### src/verilog/mtw_pkg.sv
// Shared constants, codes and carriers of the table walker
package mtw_pkg;

  // Address and descriptor field positions
  localparam int unsigned AMSB          = 31;
  localparam int unsigned TYPE_MSB      = 1;
  localparam int unsigned CB_LSB        = 2;
  localparam int unsigned DOM_LSB       = 5;
  localparam int unsigned DOM_W         = 4;
  localparam int unsigned SEC_PERM_LSB  = 10;
  localparam int unsigned PERM0_LSB     = 4;
  localparam int unsigned PERM_ALL_W    = 8;
  localparam int unsigned SEC_BASE_LSB  = 20;
  localparam int unsigned COARSE_LSB    = 10;
  localparam int unsigned FINE_LSB      = 12;
  localparam int unsigned COARSE_IDX    = 12;
  localparam int unsigned FINE_IDX      = 10;
  localparam int unsigned LARGE_LSB     = 16;
  localparam int unsigned QLARGE_LSB    = 14;
  localparam int unsigned SMALL_LSB     = 12;
  localparam int unsigned TINY_LSB      = 10;
  localparam logic [1:0]  WORD_OFS      = 2'h0;

  // Descriptor type codes
  localparam logic [1:0] L1_INVALID = 2'h0;
  localparam logic [1:0] L1_COARSE  = 2'h1;
  localparam logic [1:0] L1_SECTION = 2'h2;
  localparam logic [1:0] L1_FINE    = 2'h3;
  localparam logic [1:0] L2_INVALID = 2'h0;
  localparam logic [1:0] L2_LARGE   = 2'h1;
  localparam logic [1:0] L2_SMALL   = 2'h2;
  localparam logic [1:0] L2_TINY    = 2'h3;

  // Domain field and access permission field codes
  localparam logic [1:0] DA_NONE   = 2'h0;
  localparam logic [1:0] DA_CLIENT = 2'h1;
  localparam logic [1:0] DA_RSVD   = 2'h2;
  localparam logic [1:0] PERM_SYS  = 2'h0;
  localparam logic [1:0] PERM_PRIV = 2'h1;
  localparam logic [1:0] PERM_UREAD = 2'h2;

  // Fault codes, highest priority first
  localparam logic [3:0] FC_ALIGN      = 4'h1;
  localparam logic [3:0] FC_TRANS_SEC  = 4'h5;
  localparam logic [3:0] FC_TRANS_PAGE = 4'h7;
  localparam logic [3:0] FC_DOM_SEC    = 4'h9;
  localparam logic [3:0] FC_DOM_PAGE   = 4'hb;
  localparam logic [3:0] FC_PERM_SEC   = 4'hd;
  localparam logic [3:0] FC_PERM_PAGE  = 4'hf;
  localparam logic [3:0] DOM_INVALID   = 4'h0;

  typedef enum logic [1:0] {S_IDLE = 2'h0, S_L1 = 2'h1, S_L2 = 2'h2, S_CHK = 2'h3} mtw_state_t;
  typedef enum logic [2:0] {SZ_1M = 3'h0, SZ_64K = 3'h1, SZ_16K = 3'h2, SZ_4K = 3'h3,
                            SZ_1K = 3'h4} mtw_size_t;
  typedef enum logic [1:0] {CL_NCNB = 2'h0, CL_NCB = 2'h1, CL_WT = 2'h2, CL_WB = 2'h3}
    mtw_class_t;
  typedef enum logic [1:0] {AS_BYTE = 2'h0, AS_HALF = 2'h1, AS_WORD = 2'h2} mtw_asz_t;

  // Core access request
  typedef struct packed {
    logic [31:0] va;
    mtw_asz_t    asz;
    logic        write;
    logic        priv;
    logic        instr;
  } mtw_req_t;

  // Fault status record
  typedef struct packed {
    logic [3:0] domain;
    logic [3:0] fault_code_field;
  } mtw_fstat_t;

  // TLB fill entry
  typedef struct packed {
    logic [31:0] va_base;
    logic [31:0] pa_base;
    mtw_size_t   size;
    logic [1:0]  perm;
    logic [3:0]  domain;
    mtw_class_t  cls;
  } mtw_tlb_t;

endpackage

### src/verilog/mtw_walker.sv
// Table walker and fault unit: walks tables, checks access, reports aborts
// How it works
// [RULE1] Level one type: invalid, coarse, section, fine
// [RULE2] C and B bits classify the region
// [RULE3] Bits 8:5 pick one of sixteen domains
// [RULE4] Section permission field is bits 11:10
// [RULE5] Section address takes descriptor bits 31:20
// [RULE6] Coarse descriptor starts level two fetch
// [RULE7] Fine descriptor starts level two fetch
// [RULE8] Level two type: invalid, large, small, tiny
// [RULE9] Page address bits come from level two
// [RULE10] Coarse table: 256 entries, small or large
// [RULE11] Fine table: 1024 entries, any page size
// [RULE12] Table builder replicates large and small entries
// [RULE13] Unequal sub-page fields load one quarter
// [RULE14] Tiny pages have one permission field
// [RULE15] Section permission checked before address given
// [RULE16] Alignment check enabled by its own bit
// [RULE17] Translation faults only with translation enabled
// [RULE18] Fault aborts access, suppresses external access
// [RULE19] Fault code and domain recorded per kind
// [RULE20] Data aborts latch address, prefetches do not
// [RULE21] Only highest priority fault is reported
// [RULE22] No-access or reserved domain raises fault
// [RULE23] Client domain checks permission field
// [RULE24] Alignment code written, domain left invalid
// [RULE25] Level two index from virtual address bits
// [RULE26] Sub-page field picked by address bits
module mtw_walker
  import mtw_pkg::*;
(
  // Clock and reset
  input  wire logic        MCLK,
  input  wire logic        RST,
  // Control bits
  input  wire logic        CTRL_MMU_EN,
  input  wire logic        CTRL_ALIGN_EN,
  input  wire logic        CTRL_S,
  input  wire logic        CTRL_R,
  input  wire logic [17:0] TTB_BASE,
  input  wire logic [31:0] DOMAIN_ACCESS,
  // Core request
  input  wire logic        REQ_VALID,
  input  wire mtw_req_t    REQ,
  output logic             REQ_READY,
  // Core response
  output logic             RESP_VALID,
  output logic             RESP_ABORT,
  output logic [31:0]      RESP_PA,
  output mtw_class_t       RESP_CLASS,
  output logic             EXT_GO,
  // Table memory read port
  output logic             MEM_RD_REQ,
  output logic [31:0]      MEM_RD_ADDR,
  input  wire logic        MEM_RD_ACK,
  input  wire logic [31:0] MEM_RD_DATA,
  // TLB fill
  output logic             TLB_WR,
  output mtw_tlb_t         TLB_FILL,
  // Fault records
  output mtw_fstat_t       DATA_FAULT_STATUS,
  output mtw_fstat_t       PREF_FAULT_STATUS,
  output logic [31:0]      FAULT_ADDRESS
);

  ////////////////////////////////////////////////////////////////////////////
  // Helpers

  // Mask of the bits below a boundary
  function automatic logic [31:0] low_mask(input logic [4:0] lsb);
    return (32'h1 << lsb) - 32'h1;
  endfunction

  // Upper bits from a base, lower bits from the virtual address
  function automatic logic [31:0] merge(input logic [31:0] hi, input logic [31:0] lo,
                                        input logic [4:0] lsb);
    return (hi & ~low_mask(lsb)) | (lo & low_mask(lsb));
  endfunction

  // Boundary of a mapping size
  function automatic logic [4:0] size_lsb(input mtw_size_t sz);
    case (sz)
      SZ_1M:   return 5'(SEC_BASE_LSB);
      SZ_64K:  return 5'(LARGE_LSB);
      SZ_16K:  return 5'(QLARGE_LSB);
      SZ_4K:   return 5'(SMALL_LSB);
      default: return 5'(TINY_LSB);
    endcase
  endfunction

  ////////////////////////////////////////////////////////////////////////////
  // State

  mtw_state_t  state_r;
  mtw_state_t  state_nxt;
  mtw_req_t    req_r;
  logic [31:0] desc1_r;
  logic [31:0] desc2_r;

  logic        take;
  logic        ack;
  logic        align_bad;
  logic [1:0]  t1_in;
  logic [31:0] l1_addr;
  logic [31:0] l2_addr;

  // Request handshake and table read answer
  assign take    = REQ_VALID && REQ_READY;
  assign ack     = MEM_RD_ACK && MEM_RD_REQ;
  assign t1_in   = MEM_RD_DATA[TYPE_MSB:0];
  assign l1_addr = {TTB_BASE, REQ.va[AMSB:SEC_BASE_LSB], WORD_OFS};

  // Misaligned data word or halfword, independent of translation
  always_comb
  begin
    align_bad = CTRL_ALIGN_EN && !REQ.instr &&                        // see [RULE16]
                ((REQ.asz == AS_WORD && REQ.va[TYPE_MSB:0] != WORD_OFS) ||
                 (REQ.asz == AS_HALF && REQ.va[0]));
  end

  // Level two entry address: coarse 256 entries, fine 1024 entries
  always_comb
  begin
    if (t1_in == L1_COARSE)
      l2_addr = {MEM_RD_DATA[AMSB:COARSE_LSB],                         // see [RULE6]
                 req_r.va[SEC_BASE_LSB-1:COARSE_IDX], WORD_OFS};       // see [RULE10] [RULE25]
    else
      l2_addr = {MEM_RD_DATA[AMSB:FINE_LSB],                           // see [RULE7]
                 req_r.va[SEC_BASE_LSB-1:FINE_IDX], WORD_OFS};         // see [RULE11] [RULE25]
  end

  ////////////////////////////////////////////////////////////////////////////
  // Descriptor check

  logic        is_sec;
  logic [1:0]  t1;
  logic [1:0]  t2;
  logic [3:0]  dom;
  logic [1:0]  dacc;
  logic [1:0]  sub;
  logic        perm_same;
  logic [1:0]  perm_sel;
  logic        perm_ok;
  logic        page_bad;
  logic [31:0] map_desc;
  mtw_size_t   map_size;
  logic [4:0]  map_lsb;

  always_comb
  begin
    t1        = desc1_r[TYPE_MSB:0];
    t2        = desc2_r[TYPE_MSB:0];
    is_sec    = (t1 == L1_SECTION);
    dom       = desc1_r[DOM_LSB +: DOM_W];                             // see [RULE3]
    dacc      = DOMAIN_ACCESS[{dom, 1'b0} +: 2];
    sub       = (t2 == L2_SMALL) ? req_r.va[TINY_LSB +: 2]              // see [RULE26]
                                 : req_r.va[QLARGE_LSB +: 2];
    perm_same = desc2_r[PERM0_LSB +: PERM_ALL_W] == {4{desc2_r[PERM0_LSB +: 2]}};
    map_desc  = is_sec ? desc1_r : desc2_r;
    // Coarse tables hold no tiny pages
    page_bad  = !is_sec && (t2 == L2_INVALID ||                        // see [RULE8]
                            (t1 == L1_COARSE && t2 == L2_TINY));        // see [RULE10]
    if (is_sec)
      perm_sel = desc1_r[SEC_PERM_LSB +: 2];                           // see [RULE4]
    else if (t2 == L2_TINY)
      perm_sel = desc2_r[PERM0_LSB +: 2];                              // see [RULE14]
    else
      perm_sel = desc2_r[PERM0_LSB + {sub, 1'b0} +: 2];                // see [RULE26]
    // Mapping size and address boundary
    if (is_sec)
    begin
      map_size = SZ_1M;
      map_lsb  = 5'(SEC_BASE_LSB);                                     // see [RULE5]
    end
    else if (t2 == L2_LARGE)
    begin
      map_size = perm_same ? SZ_64K : SZ_16K;                          // see [RULE13]
      map_lsb  = 5'(LARGE_LSB);                                        // see [RULE9]
    end
    else if (t2 == L2_SMALL)
    begin
      map_size = perm_same ? SZ_4K : SZ_1K;                            // see [RULE13]
      map_lsb  = 5'(SMALL_LSB);                                        // see [RULE9]
    end
    else
    begin
      map_size = SZ_1K;
      map_lsb  = 5'(TINY_LSB);                                         // see [RULE9]
    end
  end

  // Permission field verdict
  mtw_perm_check u_perm (
    .perm  (perm_sel),
    .sys_s (CTRL_S),
    .rom_r (CTRL_R),
    .priv  (req_r.priv),
    .write (req_r.write),
    .ok    (perm_ok)
  );

  ////////////////////////////////////////////////////////////////////////////
  // Finish decision and next state

  logic        fin;
  logic        fin_abort;
  logic        fin_fill;
  logic        fin_instr;
  logic [3:0]  fin_code;
  logic [3:0]  fin_dom;
  logic [31:0] fin_va;
  logic [31:0] fin_pa;
  mtw_class_t  fin_cls;

  always_comb
  begin
    state_nxt = state_r;
    fin       = 1'b0;
    fin_abort = 1'b0;
    fin_fill  = 1'b0;
    fin_instr = req_r.instr;
    fin_code  = FC_ALIGN;
    fin_dom   = DOM_INVALID;
    fin_va    = req_r.va;
    fin_pa    = merge(map_desc, req_r.va, map_lsb);
    fin_cls   = mtw_class_t'(map_desc[CB_LSB +: 2]);                   // see [RULE2]
    case (state_r)
      S_IDLE:
      begin
        fin_instr = REQ.instr;
        fin_va    = REQ.va;
        fin_pa    = REQ.va;
        fin_cls   = CL_NCNB;
        if (take && align_bad)
        begin
          fin       = 1'b1;                                            // see [RULE21]
          fin_abort = 1'b1;
          fin_code  = FC_ALIGN;                                        // see [RULE24]
        end
        else if (take && !CTRL_MMU_EN)
          fin = 1'b1;                                                  // see [RULE17]
        else if (take)
          state_nxt = S_L1;
      end
      S_L1:
      begin
        if (ack && t1_in == L1_INVALID)
        begin
          fin       = 1'b1;
          fin_abort = 1'b1;
          fin_code  = FC_TRANS_SEC;                                    // see [RULE1]
          state_nxt = S_IDLE;
        end
        else if (ack && t1_in == L1_SECTION)
          state_nxt = S_CHK;
        else if (ack)
          state_nxt = S_L2;                                            // see [RULE6] [RULE7]
      end
      S_L2:
      begin
        if (ack)
          state_nxt = S_CHK;
      end
      default:
      begin
        // Translation, then domain, then permission
        fin       = 1'b1;
        fin_dom   = dom;
        state_nxt = S_IDLE;
        if (page_bad)
        begin
          fin_abort = 1'b1;
          fin_code  = FC_TRANS_PAGE;                                   // see [RULE21]
        end
        else if (dacc == DA_NONE || dacc == DA_RSVD)
        begin
          fin_abort = 1'b1;                                            // see [RULE22]
          fin_code  = is_sec ? FC_DOM_SEC : FC_DOM_PAGE;
        end
        else if (dacc == DA_CLIENT && !perm_ok)
        begin
          fin_abort = 1'b1;                                            // see [RULE23]
          fin_code  = is_sec ? FC_PERM_SEC : FC_PERM_PAGE;
        end
        else
          fin_fill = 1'b1;
      end
    endcase
  end

  ////////////////////////////////////////////////////////////////////////////
  // Registers

  // Walk state and request acceptance
  always_ff @(posedge MCLK)
  begin
    if (RST)
    begin
      state_r   <= S_IDLE;
      REQ_READY <= 1'b1;
    end
    else
    begin
      state_r   <= state_nxt;
      REQ_READY <= (state_nxt == S_IDLE);
    end
  end

  // Captured request
  always_ff @(posedge MCLK)
  begin
    if (RST)
      req_r <= '0;
    else if (take)
      req_r <= REQ;
  end

  // Captured descriptors
  always_ff @(posedge MCLK)
  begin
    if (RST)
    begin
      desc1_r <= '0;
      desc2_r <= '0;
    end
    else if (ack && state_r == S_L1)
      desc1_r <= MEM_RD_DATA;
    else if (ack && state_r == S_L2)
      desc2_r <= MEM_RD_DATA;
  end

  // Table memory reads, held until answered
  always_ff @(posedge MCLK)
  begin
    if (RST)
    begin
      MEM_RD_REQ  <= 1'b0;
      MEM_RD_ADDR <= '0;
    end
    else if (state_r == S_IDLE && state_nxt == S_L1)
    begin
      MEM_RD_REQ  <= 1'b1;
      MEM_RD_ADDR <= l1_addr;
    end
    else if (state_r == S_L1 && state_nxt == S_L2)
    begin
      MEM_RD_REQ  <= 1'b1;
      MEM_RD_ADDR <= l2_addr;
    end
    else if (ack)
      MEM_RD_REQ  <= 1'b0;
  end

  // Response; address only after all checks pass
  always_ff @(posedge MCLK)
  begin
    if (RST)
    begin
      RESP_VALID <= 1'b0;
      RESP_ABORT <= 1'b0;
      RESP_PA    <= '0;
      RESP_CLASS <= CL_NCNB;
      EXT_GO     <= 1'b0;
    end
    else
    begin
      RESP_VALID <= fin;
      EXT_GO     <= fin && !fin_abort;                                 // see [RULE18]
      if (fin)
      begin
        RESP_ABORT <= fin_abort;                                       // see [RULE18]
        RESP_PA    <= fin_abort ? '0 : fin_pa;                         // see [RULE15]
        RESP_CLASS <= fin_abort ? CL_NCNB : fin_cls;
      end
    end
  end

  // Fault status and address records
  always_ff @(posedge MCLK)
  begin
    if (RST)
    begin
      DATA_FAULT_STATUS <= '0;
      PREF_FAULT_STATUS <= '0;
      FAULT_ADDRESS     <= '0;
    end
    else if (fin && fin_abort && fin_instr)
      PREF_FAULT_STATUS <= '{domain: fin_dom, fault_code_field: fin_code}; // see [RULE19]
    else if (fin && fin_abort)
    begin
      DATA_FAULT_STATUS <= '{domain: fin_dom, fault_code_field: fin_code}; // see [RULE19]
      FAULT_ADDRESS     <= fin_va;                                     // see [RULE20]
    end
  end

  // TLB fill with whole page or accessed quarter
  always_ff @(posedge MCLK)
  begin
    if (RST)
    begin
      TLB_WR   <= 1'b0;
      TLB_FILL <= '0;
    end
    else
    begin
      TLB_WR <= fin && fin_fill;
      if (fin && fin_fill)
        TLB_FILL <= '{va_base: req_r.va & ~low_mask(size_lsb(map_size)), // see [RULE13]
                      pa_base: fin_pa & ~low_mask(size_lsb(map_size)),
                      size:    map_size,
                      perm:    perm_sel,
                      domain:  dom,
                      cls:     fin_cls};
    end
  end

  ////////////////////////////////////////////////////////////////////////////
  // Assertions

  property p_align;
    @(posedge MCLK) disable iff (RST)
    take && align_bad |=> RESP_VALID && RESP_ABORT && !EXT_GO &&
                          DATA_FAULT_STATUS.fault_code_field == FC_ALIGN;
  endproperty
  a_align: assert property (p_align) else $error("alignment fault not reported"); // see [RULE16]

  property p_flat;
    @(posedge MCLK) disable iff (RST)
    take && !align_bad && !CTRL_MMU_EN |=> RESP_VALID && !RESP_ABORT &&
                                           RESP_PA == $past(REQ.va);
  endproperty
  a_flat: assert property (p_flat) else $error("flat access faulted"); // see [RULE17]

  property p_l1_invalid;
    @(posedge MCLK) disable iff (RST)
    state_r == S_L1 && ack && t1_in == L1_INVALID && !req_r.instr |=>
      RESP_ABORT && DATA_FAULT_STATUS.fault_code_field == FC_TRANS_SEC;
  endproperty
  a_l1_invalid: assert property (p_l1_invalid) else $error("bad section fault"); // see [RULE1]

  property p_coarse;
    @(posedge MCLK) disable iff (RST)
    state_r == S_L1 && ack && t1_in == L1_COARSE |=> MEM_RD_REQ &&
      MEM_RD_ADDR == {$past(MEM_RD_DATA[31:10]), req_r.va[19:12], 2'h0};
  endproperty
  a_coarse: assert property (p_coarse) else $error("bad coarse fetch"); // see [RULE6]

  property p_fine;
    @(posedge MCLK) disable iff (RST)
    state_r == S_L1 && ack && t1_in == L1_FINE |=> MEM_RD_REQ &&
      MEM_RD_ADDR == {$past(MEM_RD_DATA[31:12]), req_r.va[19:10], 2'h0};
  endproperty
  a_fine: assert property (p_fine) else $error("bad fine fetch"); // see [RULE7]

  property p_suppress;
    @(posedge MCLK) disable iff (RST)
    RESP_VALID |-> EXT_GO == !RESP_ABORT && (RESP_ABORT -> !TLB_WR && RESP_PA == '0);
  endproperty
  a_suppress: assert property (p_suppress) else $error("faulted access went out"); // see [RULE18]

  property p_pref_far;
    @(posedge MCLK) disable iff (RST)
    RESP_VALID && RESP_ABORT && req_r.instr |-> $stable(FAULT_ADDRESS) &&
                                                $stable(DATA_FAULT_STATUS);
  endproperty
  a_pref_far: assert property (p_pref_far) else $error("prefetch touched data record"); // see [RULE20]

  property p_section_pa;
    @(posedge MCLK) disable iff (RST)
    TLB_WR && TLB_FILL.size == SZ_1M |-> RESP_PA[31:20] == desc1_r[31:20] &&
                                         RESP_PA[19:0] == req_r.va[19:0];
  endproperty
  a_section_pa: assert property (p_section_pa) else $error("bad section address"); // see [RULE5]

endmodule // mtw_walker

### src/verilog/mtw_perm_check.sv
// Access permission field check against mode, S and R bits
module mtw_perm_check
  import mtw_pkg::*;
(
  // Selected field and control bits
  input  wire logic [1:0] perm,
  input  wire logic       sys_s,
  input  wire logic       rom_r,
  // Access kind
  input  wire logic       priv,
  input  wire logic       write,
  // Verdict
  output logic            ok
);

  // Field 00 leans on S and R; S and R both set is reserved and denied
  always_comb
  begin
    case (perm)
      PERM_SYS:   ok = !write && ((sys_s && !rom_r && priv) || (!sys_s && rom_r));
      PERM_PRIV:  ok = priv;
      PERM_UREAD: ok = priv || !write;
      default:    ok = 1'b1;
    endcase
  end

endmodule // mtw_perm_check

### config.mk
export PLATFORM = sky130hd
export DESIGN_NAME = mtw_walker
export DESIGN_NICKNAME = d
export VERILOG_FILES = /design/src/verilog/mtw_pkg.sv /design/src/verilog/mtw_walker.sv /design/src/verilog/mtw_perm_check.sv
export SDC_FILE = /design/constraint.sdc
export NUM_CORES = 1
export LEC_CHECK = 0
export BUFFER_PORTS_ARGS = -buffer_cell sky130_fd_sc_hd__buf_4
export CAP_MARGIN = 10
export CORE_ASPECT_RATIO = 2
export CORE_MARGIN = 2
export CORE_UTILIZATION = 54
export CTS_BUF_LIST = sky130_fd_sc_hd__clkbuf_4 sky130_fd_sc_hd__clkbuf_8
export CTS_CLUSTER_DIAMETER = 150
export DETAILED_ROUTE_END_ITERATION = 8
export PLACE_DENSITY = 0.9
export SETUP_SLACK_MARGIN = 0.1
export SLEW_MARGIN = 20
export SYNTH_ARGS = -nofsm -noshare
export SYNTH_HDL_FRONTEND = slang
export SYNTH_SLANG_ARGS = --single-unit
### constraint.sdc
create_clock -name MCLK -period 7.2 [get_ports MCLK]
set_input_delay 1.08 -clock MCLK [delete_from_list [all_inputs] [get_ports MCLK]]
set_output_delay 1.08 -clock MCLK [all_outputs]
set_load 0.01 [all_outputs]
# Yosys cells after proc, flatten, opt, wreduce, memory -nomap -nowiden
# Cells that the tools add are included.
[classes]
addsub = 3
n_eq_ne = 21
shifts = 4
muxes = 57
n_bitwise = 9
n_reduce_logical = 53
[op_table]
columns = ["operator", "n"]
rows = [
  ["two-way mux 32 bit", 6],
  ["bitwise AND 32 bit", 4],
  ["NOT 32 bit", 2],
  ["<< shifter 1 x 5 -> 32 bit (first input constant)", 2],
  ["subtractor 32 x 1 -> 32 bit (second input constant)", 2],
  ["bitwise OR 32 bit", 1],
  ["variable part select 32 x 5 -> 2 bit", 1],
  ["variable part select 32 x 6 -> 2 bit", 1],
  ["two-way mux 2 bit", 15],
  ["logical AND 1 bit", 25],
  ["two-way mux 5 bit", 4],
  ["one-hot mux 5 bit (4 select lines)", 1],
  ["== test 2 bit (second input constant)", 9],
  ["two-way mux 3 bit", 6],
  ["== test 2 x 1 -> 1 bit (second input constant)", 8],
  ["two-way mux 4 bit", 4],
  ["two-way mux 1 bit", 15],
  ["logical NOT 2 bit", 6],
  ["two-way mux 12 bit", 1],
  ["one-hot mux 1 bit (3 select lines)", 3],
  ["logical NOT 1 bit", 8],
  ["one-hot mux 4 bit (2 select lines)", 1],
  ["== test 3 x 2 -> 1 bit (second input constant)", 2],
  ["== test 6 bit", 1],
  ["11 further kinds", 19],
]
[word_totals]
register_bits = 296
input_bits = 127
out_inout_bits = 195
elab_cells = 175

# Logic depth before layout (Yosys ltp)
# Gate-level depths: netlist of run 1.
[depth]
word_depth = 21
mapped_depth = 11
mapped_depth_nobuf = 10

# Hierarchy
# A second synthesis of run 1 with hierarchy kept.
[unflattened]
cells_unflattened = 1434
hier_area_um2 = 11984.0
[modules_own_cells]
columns = ["mod", "instances", "cells_per_inst", "area_each_um2"]
rows = [
  ["mtw_walker", 1, 1427, 11935.2],
  ["mtw_perm_check", 1, 7, 48.8],
]

# Least setup slack after synthesis of run 1
# OpenSTA, ideal clock, no wires.
[synth_path]
path_type = "input -> register"
start = "input DOMAIN_ACCESS[31]"
end = "register DATA_FAULT_STATUS[1] (netlist name)"
setup_ns = 0.135
arrival_time_ns = 2.960
required_time_ns = 7.065
path_slack_ns = 4.105
stages = 7
cell_sequence = "mux4_2 -> mux4_2 -> and3_1 -> or2_0 -> clkbuf_1 -> o311ai_0 -> o41ai_1"
[synth_between]
elab_chain_cells = 11
[synth_lines]
columns = ["item", "line", "source"]
rows = [
  ["from (decl)", "mtw_walker.sv:41", "input wire logic [31:0] DOMAIN_ACCESS,"],
  ["variable part select 32 x 6 -> 2 bit (*)", "mtw_walker.sv:155", "dacc = DOMAIN_ACCESS[{dom, 1'b0} +: 2];"],
  ["== test 2 x 1 -> 1 bit", "mtw_walker.sv:280", "else if (dacc == DA_CLIENT && !perm_ok)"],
  ["logical AND 1 bit", "mtw_walker.sv:280", ""],
  ["two-way mux 1 bit", "mtw_walker.sv:280", ""],
  ["two-way mux 1 bit", "mtw_walker.sv:275", "else if (dacc == DA_NONE || dacc == DA_RSVD)"],
  ["two-way mux 1 bit", "mtw_walker.sv:270", "if (page_bad)"],
  ["one-hot mux 1 bit (3 select lines)", "mtw_walker.sv:227", "case (state_r)"],
  ["logical AND 1 bit", "mtw_walker.sv:387, mtw_walker.sv:389", ""],
  ["logical AND 1 bit", "mtw_walker.sv:387", "else if (fin && fin_abort && fin_instr)"],
  ["NOT 1 bit (no source line)", "--", ""],
  ["AND reduction 2 bit (no source line)", "--", ""],
  ["to (signal assigned)", "mtw_walker.sv:391", "DATA_FAULT_STATUS <= '{domain: fin_dom, fault_code_field: fin_code};"],
  ["to (decl)", "mtw_walker.sv:61", "output mtw_fstat_t DATA_FAULT_STATUS,"],
]
# Mark *: on every way between the ends. The rest lies on a longest branch, timed or not.
# A chain may end at the register's enable or synchronous reset.

# Worst setup path after layout of run 1
[layout_path]
start = "register desc2_r[0]"
end = "register FAULT_ADDRESS[29]"
[layout_between]
elab_chain_cells = 18
[layout_lines]
columns = ["item", "line", "source"]
rows = [
  ["from (decl)", "mtw_walker.sv:98", "logic [31:0] desc2_r;"],
  ["from (signal assigned)", "mtw_walker.sv:324", "desc2_r <= '0;"],
  ["from (signal assigned)", "mtw_walker.sv:329", "desc2_r <= MEM_RD_DATA;"],
  ["== test 2 bit", "mtw_walker.sv:156", "sub = (t2 == L2_SMALL) ? req_r.va[TINY_LSB +: 2]"],
  ["two-way mux 2 bit", "mtw_walker.sv:156", ""],
  ["adder 3 x 3 -> 4 bit", "mtw_walker.sv:168", "perm_sel = desc2_r[PERM0_LSB + {sub, 1'b0} +: 2];"],
  ["variable part select 32 x 5 -> 2 bit", "mtw_walker.sv:168", ""],
  ["two-way mux 2 bit", "mtw_walker.sv:165", "else if (t2 == L2_TINY)"],
  ["two-way mux 2 bit", "mtw_walker.sv:163", "if (is_sec)"],
  ["== test 2 bit (tied with other cells)", "mtw_perm_check.sv:19", "case (perm)"],
  ["one-hot mux 1 bit (3 select lines)", "mtw_perm_check.sv:19", ""],
  ["[... 2 more ...]", "--", ""],
  ["two-way mux 1 bit", "mtw_walker.sv:280", ""],
  ["two-way mux 1 bit", "mtw_walker.sv:275", ""],
  ["two-way mux 1 bit (*)", "mtw_walker.sv:270", ""],
  ["one-hot mux 1 bit (3 select lines) (*)", "mtw_walker.sv:227", ""],
  ["logical AND 1 bit (*)", "mtw_walker.sv:387, mtw_walker.sv:389", ""],
  ["logical AND 1 bit", "mtw_walker.sv:387", ""],
  ["NOT 1 bit (no source line)", "--", ""],
  ["AND reduction 2 bit (no source line) (*)", "--", ""],
  ["to (signal assigned)", "mtw_walker.sv:392", "FAULT_ADDRESS <= fin_va;"],
  ["to (decl)", "mtw_walker.sv:63", "output logic [31:0] FAULT_ADDRESS"],
]
# Marks and branches as above.

==> flow_summary_export.csv, run 1 <==
group,metric,value,unit
pwr,powerDensity,219,nW/um^2
global_routing,first_global_vias,11800,
global_routing,track_usage,34.2,%
timing,rsz0062_at_grt,"no",
global_routing,gr-total-overflow,0,
timing,fin_tns_setup,0,ns
timing,period_needed,4.14,ns
route,drc,0,
cts,post_cts_resized,0,
finish,utilization,68.9,%
yosys,netlist_area,12600,sq um
yosys,synth_edf_count,0,
cts,cts_buffer_depth,3,
timing,slew_headroom,21.4,%
cts,cts.root.buffer_cell,"clkbuf_8",
global_routing,antenna_found_initial,0,
timing,finalHoldViolCount,0,
yosys,synth_top_flop_cell,"dfxtp_1",
yosys,synthArstFlopShare,0,%
route,ant_nets,0,
cts,cts_tree,"yes",
cts,post_cts.repair.setup_buffers,0,
timing,fin_crit_sh,57.5,%
critical_path,critPathLaunch,"desc2_r[0]$_SDFFE_PP0P_",
global_routing,grt_max_degree,92,
floorplanning,die_area,24600,sq um
outcome,status,"complete, no violations",
finish,area_growth,26.2,%
critical_path,rr_startpoint,"desc2_r[0]$_SDFFE_PP0P_",
cts,clk_latency,0.55,ns
pwr,peakVddDrop,0.176,mV
route,totalWireLength,43.9,mm
floorplanning,num_rows,79,
finish,final_nets,1880,
critical_path,crit_required,7.62,ns
yosys,seq_area_frac_synth,45.5,%
min_path,hold_class,"reg2reg",
finish,final_cell_mix,"nand2_1, buf_4, dfxtp_1",
critical_path,cp-end-kind,"flip-flop",
placed_design,preCtsSetupSlack,3.15,ns
timing,slew_violations,0,
critical_path,critPathSlowestCell,"nor4b_2",
finish,drive_gt1_share,27.0,%
route,via_per_inst,6.14,
timing,fmax,241,MHz
cts,ctsHoldBuffers,0,
route,first_iter_violations,1526,
finish,antenna_cells,0,
yosys,synth_cell_type_count,70,
floorplanning,die_w,112,microns
finish,layout_commonest_cell,"nand2_1",
critical_path,critical_path_class,"reg2reg",
floorplanning,initial_core_util,54.6,%
timing,worstMarginPinSlew,1.18,ns
yosys,synthCells,1499,
yosys,yosysWarnings,0,
critical_path,crit_buf_inv,2,
yosys,ys_ff_latch,286,
timing,skew,0.0258,ns
floorplanning,coreArea,23000,sq um
critical_path,cp_slowest_stage_delay,0.68,ns
global_routing,grt_pass1_wl,66.2,mm
cts,cts_buffers,40,
timing,setup_violations,0,
min_path,hold_path.startpoint,"desc1_r[25]$_SDFFE_PP0P_",
floorplanning,boundaryPins,322,
placed_design,gp_congestion,0.950,
floorplanning,die-height,220,microns
cts,clk_transition_reported_paths,0.07,ns
pwr,leakage,6.65,nW
placed_design,dp_hpwl,30.3,mm
timing,setup_ws,3.06,ns
critical_path,cp-start-kind,"flip-flop",
yosys,synth.avg_cell_area,8.39,sq um
critical_path,cp_max_fo,59,
critical_path,cp_common_cell,"mux2i_1",
route,via_count,12600,
critical_path,crit_arrival,4.56,ns
cts,htree_num_levels,2,
critical_path,path_cells,"inv_1 > ha_1 > mux2i_1 > mux2i_1 > o22ai_4 > nor4b_2 > o31a_4 > o21ai_4 > buf_4 > mux2_1",
job,drv_cap,0,
route,dr.pass1.iters,6,
placed_design,io_buffers,319,
route,wl_per_cell,21.3,microns
cts,clkSinkCount,286,
critical_path,cp_top_family,"multiplexers",
## worst paths after layout
path	endpoint	slack, ns	cells after the start
min	desc1_r[25]$_SDFFE_PP0P_	0.45	2
max	FAULT_ADDRESS[29]$_SDFFE_PP0P_	3.06	10
min reg2reg	desc1_r[25]$_SDFFE_PP0P_	0.45	2
max reg2reg	FAULT_ADDRESS[29]$_SDFFE_PP0P_	3.06	10
## registers in the layout (all words and copies together), names as in the netlist
name / cells
TLB_FILL: 75
DATA_FAULT_STATUS: 8
state_r: 2
RESP_CLASS: 2
MEM_RD_REQ: 1
RESP_VALID: 1
REQ_READY: 1
FAULT_ADDRESS: 32
RESP_PA: 32
desc1_r: 24
RESP_ABORT: 1
TLB_WR: 1
req_r: 35
desc2_r: 32
PREF_FAULT_STATUS: 8
MEM_RD_ADDR: 30
EXT_GO: 1
## layer usage
layer  part of all wire, %  vias up  GRT usage (%)
met2                    47      931           56.8
met1                    35     5806           40.9
li1                      -     5725              -
met3                    11      182           5.91
met5                     0        -              0
met4                   7.3        0           21.5
## layout make-up
cell class,instances,area [sq um]
Clock buffer,64,831
Sequential cell,286,5730
Multi-Input combinational cell,1073,6310
Timing Repair Buffer,334,2510
Fill cell,1804,7170
Tap cell,283,354
Clock inverter,8,90.1
Inverter,12,45.0
## report_power, final
group	switching, mW	internal [mW]
clock	0.632	0.805
sequential	0.0406	1.62
combinational	0.226	0.146
total	0.899	2.57
## logic make-up (layout without fill, tap and decap cells)
kind of cell / Yosys count / count (layout) / synth area share (%)
simple gates: 560 / 560 / 19.9
compound gates: 397 / 397 / 19.5
flops: 286 / 286 / 45.5
buf+inv: 144 / 418 / 4.73
mux: 104 / 104 / 9.65
fa+ha+maj: 6 / 6 / 0.597
other cells: 2 / 6 / 0.0597
## Yosys cell counts, types with 9 or more instances
master / count / area (sq um)
mux2i_1: 59 / 591
nor2_1: 53 / 199
o211a_1: 10 / 100
a211oi_1: 10 / 75.1
o21ai_0: 83 / 415
dfxtp_1: 286 / 5730
a311oi_1: 22 / 193
nor2b_1: 35 / 219
inv_1: 11 / 41.3
a41o_1: 9 / 90.1
a22o_1: 12 / 105
mux4_2: 10 / 225
mux2_2: 31 / 349
clkbuf_1: 107 / 402
and3_1: 16 / 100
nand2_1: 346 / 1300
nand4_1: 10 / 62.6
nand3_1: 37 / 185
a21oi_1: 195 / 976
and2_1: 10 / 62.6
o211ai_1: 11 / 82.6
nor3_1: 16 / 80.1
buf_1: 10 / 37.5
## worst min-delay path, stage by stage, from the launching register on
cell and delay [ns]:
dfxtp_1 0.31, nand2_1 0.05, a21oi_1 0.05
## stage by stage
step	cells	area, sq um	hold slack (ns)	total power, mW
after floorplan	1503	12600	0.433	1.88
after global placement	1988	14900	0.440	2.05
after detailed placement	1988	14900	0.446	2.06
after CTS	2060	15900	0.455	3.47
after global routing	2060	15900	0.478	3.57
final	2060	15900	0.455	3.47
Note: power is estimated with default switching activity, not from simulation.
==> run 2: changes to the inputs <==
- clock period: 7.2 -> 4.3 ns (I/O delays scaled with it)
==> run 2 against run 1 <==
Against the previous run: flip-flop and latch count did not move; non-clock buffer count is 9 higher; first-iteration DRC count down 3.5%; register-to-register slack lost 2.5 ns; fmax up 9.3%; core utilization is 0.23 points lower; global-route usage shrank 0.39 points; worst setup slack got worse by 2.5 ns; clock skew grew 0.0014 ns; critical path type unchanged.
==> flow_summary_export.csv, run 2 (synthesis gave the netlist of run 1 again) <==
group,metric,value,unit
floorplanning,boundaryPins,322,
global_routing,busiest_layer,"met2",
finish,multi_input_area,6310,sq um
global_routing,grt_pass1_wl,65.7,mm
pwr,power,5.55,mW
finish,fill_cells,1841,
timing,fin_crit_sh,88.2,%
critical_path,critical_path_class,"reg2reg",
global_routing,track_usage,33.8,%
pwr,clockPowerShare,38.5,%
cts,cts.root.buffer_cell,"clkbuf_8",
critical_path,cp_slowest_stage_delay,0.56,ns
critical_path,cp_top_family,"compound AO/OA/AOI/OAI gates",
floorplanning,initial_core_util,54.6,%
critical_path,cp_max_fo,40,
finish,drive_gt1_share,27.2,%
route,wl_per_cell,21.1,microns
floorplanning,coreArea,23000,sq um
route,ant_nets,0,
outcome,status,"complete, no violations",
timing,finalHoldViolCount,0,
timing,setup_violations,0,
critical_path,path_cells,"inv_1 > ha_1 > mux2i_1 > mux2i_1 > o22ai_4 > o211a_1 > o31a_4 > o21ai_4 > buf_12 > mux2_2",
floorplanning,die-height,220,microns
pwr,p_comb_share,11.4,%
placed_design,dpl_cell_area,15000,sq um
critical_path,crit_arrival,4.22,ns
cts,cts_tree,"yes",
critical_path,cp-start-kind,"flip-flop",
placed_design,gp_congestion,0.953,
cts,post_cts.repair.setup_buffers,0,
pwr,leakage,6.64,nW
timing,rsz0062_at_grt,"no",
finish,layout_commonest_cell,"nand2_1",
cts,clk_latency,0.55,ns
finish,seq_area,5730,sq um
route,drc,0,
route,via_count,12700,
pwr,p_switching,1.47,mW
timing,fin_tns_setup,0,ns
cts,cts_buffers,40,
job,drv_cap,0,
global_routing,gr-total-overflow,0,
pwr,swShare,26.5,%
finish,final_cell_mix,"nand2_1, buf_4, dfxtp_1",
route,via_per_inst,6.14,
critical_path,critPathSlowestCell,"o31a_4",
critical_path,crit_buf_inv,2,
finish,top_regs,"TLB_FILL (75), req_r (35)",
finish,largest_register_ffs,75,
timing,slew_headroom,28.9,%
timing,period_needed,3.79,ns
critical_path,cp_common_cell,"mux2i_1",
global_routing,met2_usage,56.1,%
timing,fmax,264,MHz
pwr,seqPwrFrac,50.1,%
pwr,powerDensity,351,nW/um^2
placed_design,io_buffers,319,
finish,antenna_cells,0,
global_routing,use_met1,39.7,%
cts,htree_num_levels,2,
finish,area_growth,25.7,%
cts,cts_buffer_depth,3,
pwr,peakVddDrop,0.304,mV
finish,fin_area,15800,sq um
route,first_iter_violations,1472,
finish,final_nets,1889,
global_routing,antenna_found_initial,0,
critical_path,cp-end-kind,"flip-flop",
cts,post_cts_resized,0,
cts,clk_transition_reported_paths,0.07,ns
min_path,hold_class,"in2reg",
floorplanning,num_rows,79,
finish,regMostFlops,"TLB_FILL",
route,totalWireLength,43.5,mm
global_routing,first_global_vias,12200,
floorplanning,die_area,24600,sq um
critical_path,crit_required,4.73,ns
pwr,p_int,4.08,mW
cts,ctsHoldBuffers,0,
cts,clkSinkCount,286,
timing,worstMarginPinSlew,1.07,ns
placed_design,dp_hpwl,30.6,mm
global_routing,grt_max_degree,115,
floorplanning,die_w,112,microns
route,dr.pass1.iters,8,
timing,slew_violations,0,
timing,skew,0.0272,ns
global_routing,met3_usage,5.67,%
==> run 2: cell types whose count changed in the layout (fill, tap and decap cells not counted) <==
cell and delta:
clkbuf_4 +4, bufinv_16 -2, buf_4 +8, clkbuf_8 -8, nor2b_1 -1, clkinv_2 +1
nor2b_2 +1, buf_12 +1
==> run 2: cell type report <==
class / instances / area share (%)
inverters: 12 / 0.285
flip-flops and latches: 286 / 36.2
multi-input cells: 1073 / 39.9
clock inverters: 7 / 0.222
repair buffers: 343 / 16.4
clock buffers: 60 / 4.75
well taps: 283 / 2.24
==> run 2: power by group through the flow <==
| stage | clock network [mW] | logic, mW | registers [mW] |
|---|---|---|---|
| after floorplan | 0 | 0.310 | 2.84 |
| after global placement | 0 | 0.605 | 2.83 |
| after detailed placement | 0 | 0.615 | 2.84 |
| after CTS | 2.15 | 0.618 | 2.78 |
| after global routing | 2.25 | 0.673 | 2.78 |
| final | 2.14 | 0.633 | 2.78 |
==> run 2: worst paths after layout <==
kind	depth (start not counted)	endpoint	startpoint	slack [ns]
worst min-delay path	3	req_r[9]$_SDFFE_PP0P_	REQ[9]	0.36
worst max-delay path	10	FAULT_ADDRESS[3]$_SDFFE_PP0P_	desc2_r[0]$_SDFFE_PP0P_	0.51
worst max register to register	10	FAULT_ADDRESS[3]$_SDFFE_PP0P_	desc2_r[0]$_SDFFE_PP0P_	0.51
worst min register to register	2	desc1_r[3]$_SDFFE_PP0P_	desc1_r[3]$_SDFFE_PP0P_	0.46
==> run 2: worst min-delay path, stage by stage <==
cell and delay [ns]:
buf_4 0.11, nand2_1 0.05, a21oi_1 0.05
==> run 2: metrics by stage <==
step                      hold WS (ns)  utilization [%]  std cells  worst slack [ns]
after floorplan                  0.433                -       1503              1.29
after global placement           0.440             65.2       1997             0.679
after detailed placement         0.446             65.2       1997             0.598
after CTS                        0.344             68.6       2064             0.572
after global routing             0.364             68.6       2064             0.346
final                            0.357             68.6       2064             0.509
==> run 2: per-layer routing <==
layer / part of all wire [%] / wire (microns)
met5: 0 / 0
met4: 7.9 / 3420
met3: 11 / 4740
met2: 47 / 20300
met1: 35 / 15100
==> run 3: changes to the inputs <==
- HOLD_SLACK_MARGIN: not set -> 0.12
- clock period: 4.3 -> 4 ns (I/O delays scaled with it)
==> run 3 against run 2 <==
Against the previous run: global-route usage increased by 0.23 points; first-iteration DRC count fell by 0.48%; combinational power is 9.2% higher; die area unchanged; sequential power increased by 7.6%; non-clock buffer count is 10 higher; clock power up 12%; final area rose by 0.76%; sequential share of layout area shrank 0.27 points; worst hold slack worse by 0.050 ns.
==> flow_summary_export.csv, run 3 (synthesis gave the netlist of run 1 again) <==
group,metric,value,unit
outcome,status,"complete, no violations",
route,via_count,12700,
route,first_iter_violations,1465,
finish,multi_input_area,6310,sq um
finish,final_cell_mix,"buf_4, nand2_1, dfxtp_1",
critical_path,rr_startpoint,"desc2_r[0]$_SDFFE_PP0P_",
route,via_per_inst,6.12,
placed_design,io_buffers,319,
job,drv_cap,0,
finish,area_growth,26.7,%
floorplanning,coreArea,23000,sq um
route,totalWireLength,43.9,mm
cts,clk_transition_reported_paths,0.07,ns
floorplanning,num_rows,79,
cts,cts_tree,"yes",
global_routing,grt_max_degree,161,
finish,largest_register_ffs,75,
timing,setup_ws,0.448,ns
finish,seq_area,5730,sq um
cts,clkSinkCount,286,
pwr,leakage,6.70,nW
route,dr.pass1.iters,6,
timing,slew_headroom,23.9,%
global_routing,track_usage,34.0,%
placed_design,dpl_cell_area,15100,sq um
critical_path,cp-start-kind,"flip-flop",
finish,top_regs,"TLB_FILL (75), req_r (35)",
cts,ctsHoldBuffers,0,
critical_path,r2r_cells,11,
finish,fill_cells,1731,
timing,worstMarginPinSlew,1.14,ns
finish,layout_commonest_cell,"buf_4",
floorplanning,boundaryPins,322,
cts,post_cts.repair.setup_buffers,0,
cts,cts_buffers,39,
timing,rsz0062_at_grt,"no",
route,wl_per_cell,21.1,microns
finish,fin_area,15900,sq um
global_routing,first_global_vias,12000,
timing,setup_violations,0,
finish,regMostFlops,"TLB_FILL",
timing,fin_crit_sh,88.8,%
cts,clk_latency,0.55,ns
global_routing,grt_pass1_wl,66.0,mm
floorplanning,die_w,112,microns
cts,cts.root.buffer_cell,"clkbuf_8",
pwr,peakVddDrop,0.272,mV
floorplanning,die_area,24600,sq um
min_path,hold_path.startpoint,"REQ[17]",
cts,htree_num_levels,2,
critical_path,r2r_end,"TLB_FILL[30]$_SDFFE_PP0P_",
placed_design,preCtsSetupSlack,0.188,ns
finish,final_nets,1898,
critical_path,critPathLaunch,"desc2_r[0]$_SDFFE_PP0P_",
finish,drive_gt1_share,27.6,%
pwr,powerDensity,381,nW/um^2
cts,cts_buffer_depth,3,
critical_path,endpoint,"TLB_FILL[30]$_SDFFE_PP0P_",
critical_path,crit_required,4.44,ns
global_routing,antenna_found_initial,1,
critical_path,crit_arrival,4.00,ns
global_routing,gr-total-overflow,0,
min_path,hold_class,"in2reg",
critical_path,cp_max_fo,58,
critical_path,cp-end-kind,"flip-flop",
finish,utilization,69.2,%
pwr,power,6.08,mW
timing,skew,0.0325,ns
floorplanning,initial_core_util,54.6,%
critical_path,reg2reg_slack,0.45,ns
timing,finalHoldViolCount,0,
critical_path,critical_path_class,"reg2reg",
placed_design,dp_hpwl,31.0,mm
placed_design,gp_congestion,0.974,
timing,fin_tns_setup,0,ns
timing,fmax,282,MHz
route,drc,0,
floorplanning,die-height,220,microns
route,ant_nets,0,
cts,post_cts_resized,0,
timing,period_needed,3.55,ns
timing,slew_violations,0,
## run 3: report_power, final
group	switching, mW	total, mW	internal (mW)
logic	0.418	0.691	0.273
clock network	1.12	2.40	1.28
registers	0.0639	2.99	2.92
## run 3: critical path, cell delays in order, from the launching register on
cell and delay (ns):
dfxtp_1 0.38, inv_1 0.08, ha_1 0.25, mux2_4 0.33, mux4_2 0.44, a211o_1 0.37
o31ai_4 0.27, o31a_4 0.19, buf_4 0.50, nor2_1 0.13, buf_4 0.26, a41o_1 0.26
## run 3: worst min-delay path by stage
stage,slack (ns),cells after the start,endpoint
after global placement,0.44,2,desc1_r[22]$_SDFFE_PP0P_
after global routing,0.31,3,req_r[9]$_SDFFE_PP0P_
after floorplan,0.43,2,desc1_r[22]$_SDFFE_PP0P_
after CTS,0.30,3,req_r[17]$_SDFFE_PP0P_
final,0.31,3,req_r[17]$_SDFFE_PP0P_
after detailed placement,0.45,2,desc1_r[26]$_SDFFE_PP0P_
## run 3: area by class of cell
type                       count  share of cell area (%)
multi-input combinational   1073                    39.6
sequential                   286                    35.9
timing repair buffer         353                    16.7
clock buffer                  60                    4.79
tap                          283                    2.22
clock inverter                 8                   0.424
inverter                      12                   0.283
antenna                        1                  0.0157
## run 3: stage by stage
step / cells / hold WS (ns)
3_3_place_gp: 2004 / 0.440
2_1_floorplan: 1503 / 0.433
6_report: 2076 / 0.307
5_1_grt: 2076 / 0.314
3_5_place_dp: 2004 / 0.446
4_1_cts: 2072 / 0.297
## run 3: per-layer routing
layer | GRT usage (%) | share of wire [%]
met1 | 39.4 | 34
met2 | 55.3 | 45
met3 | 6.30 | 11
met4 | 26.5 | 9.3
met5 | 0 | 0
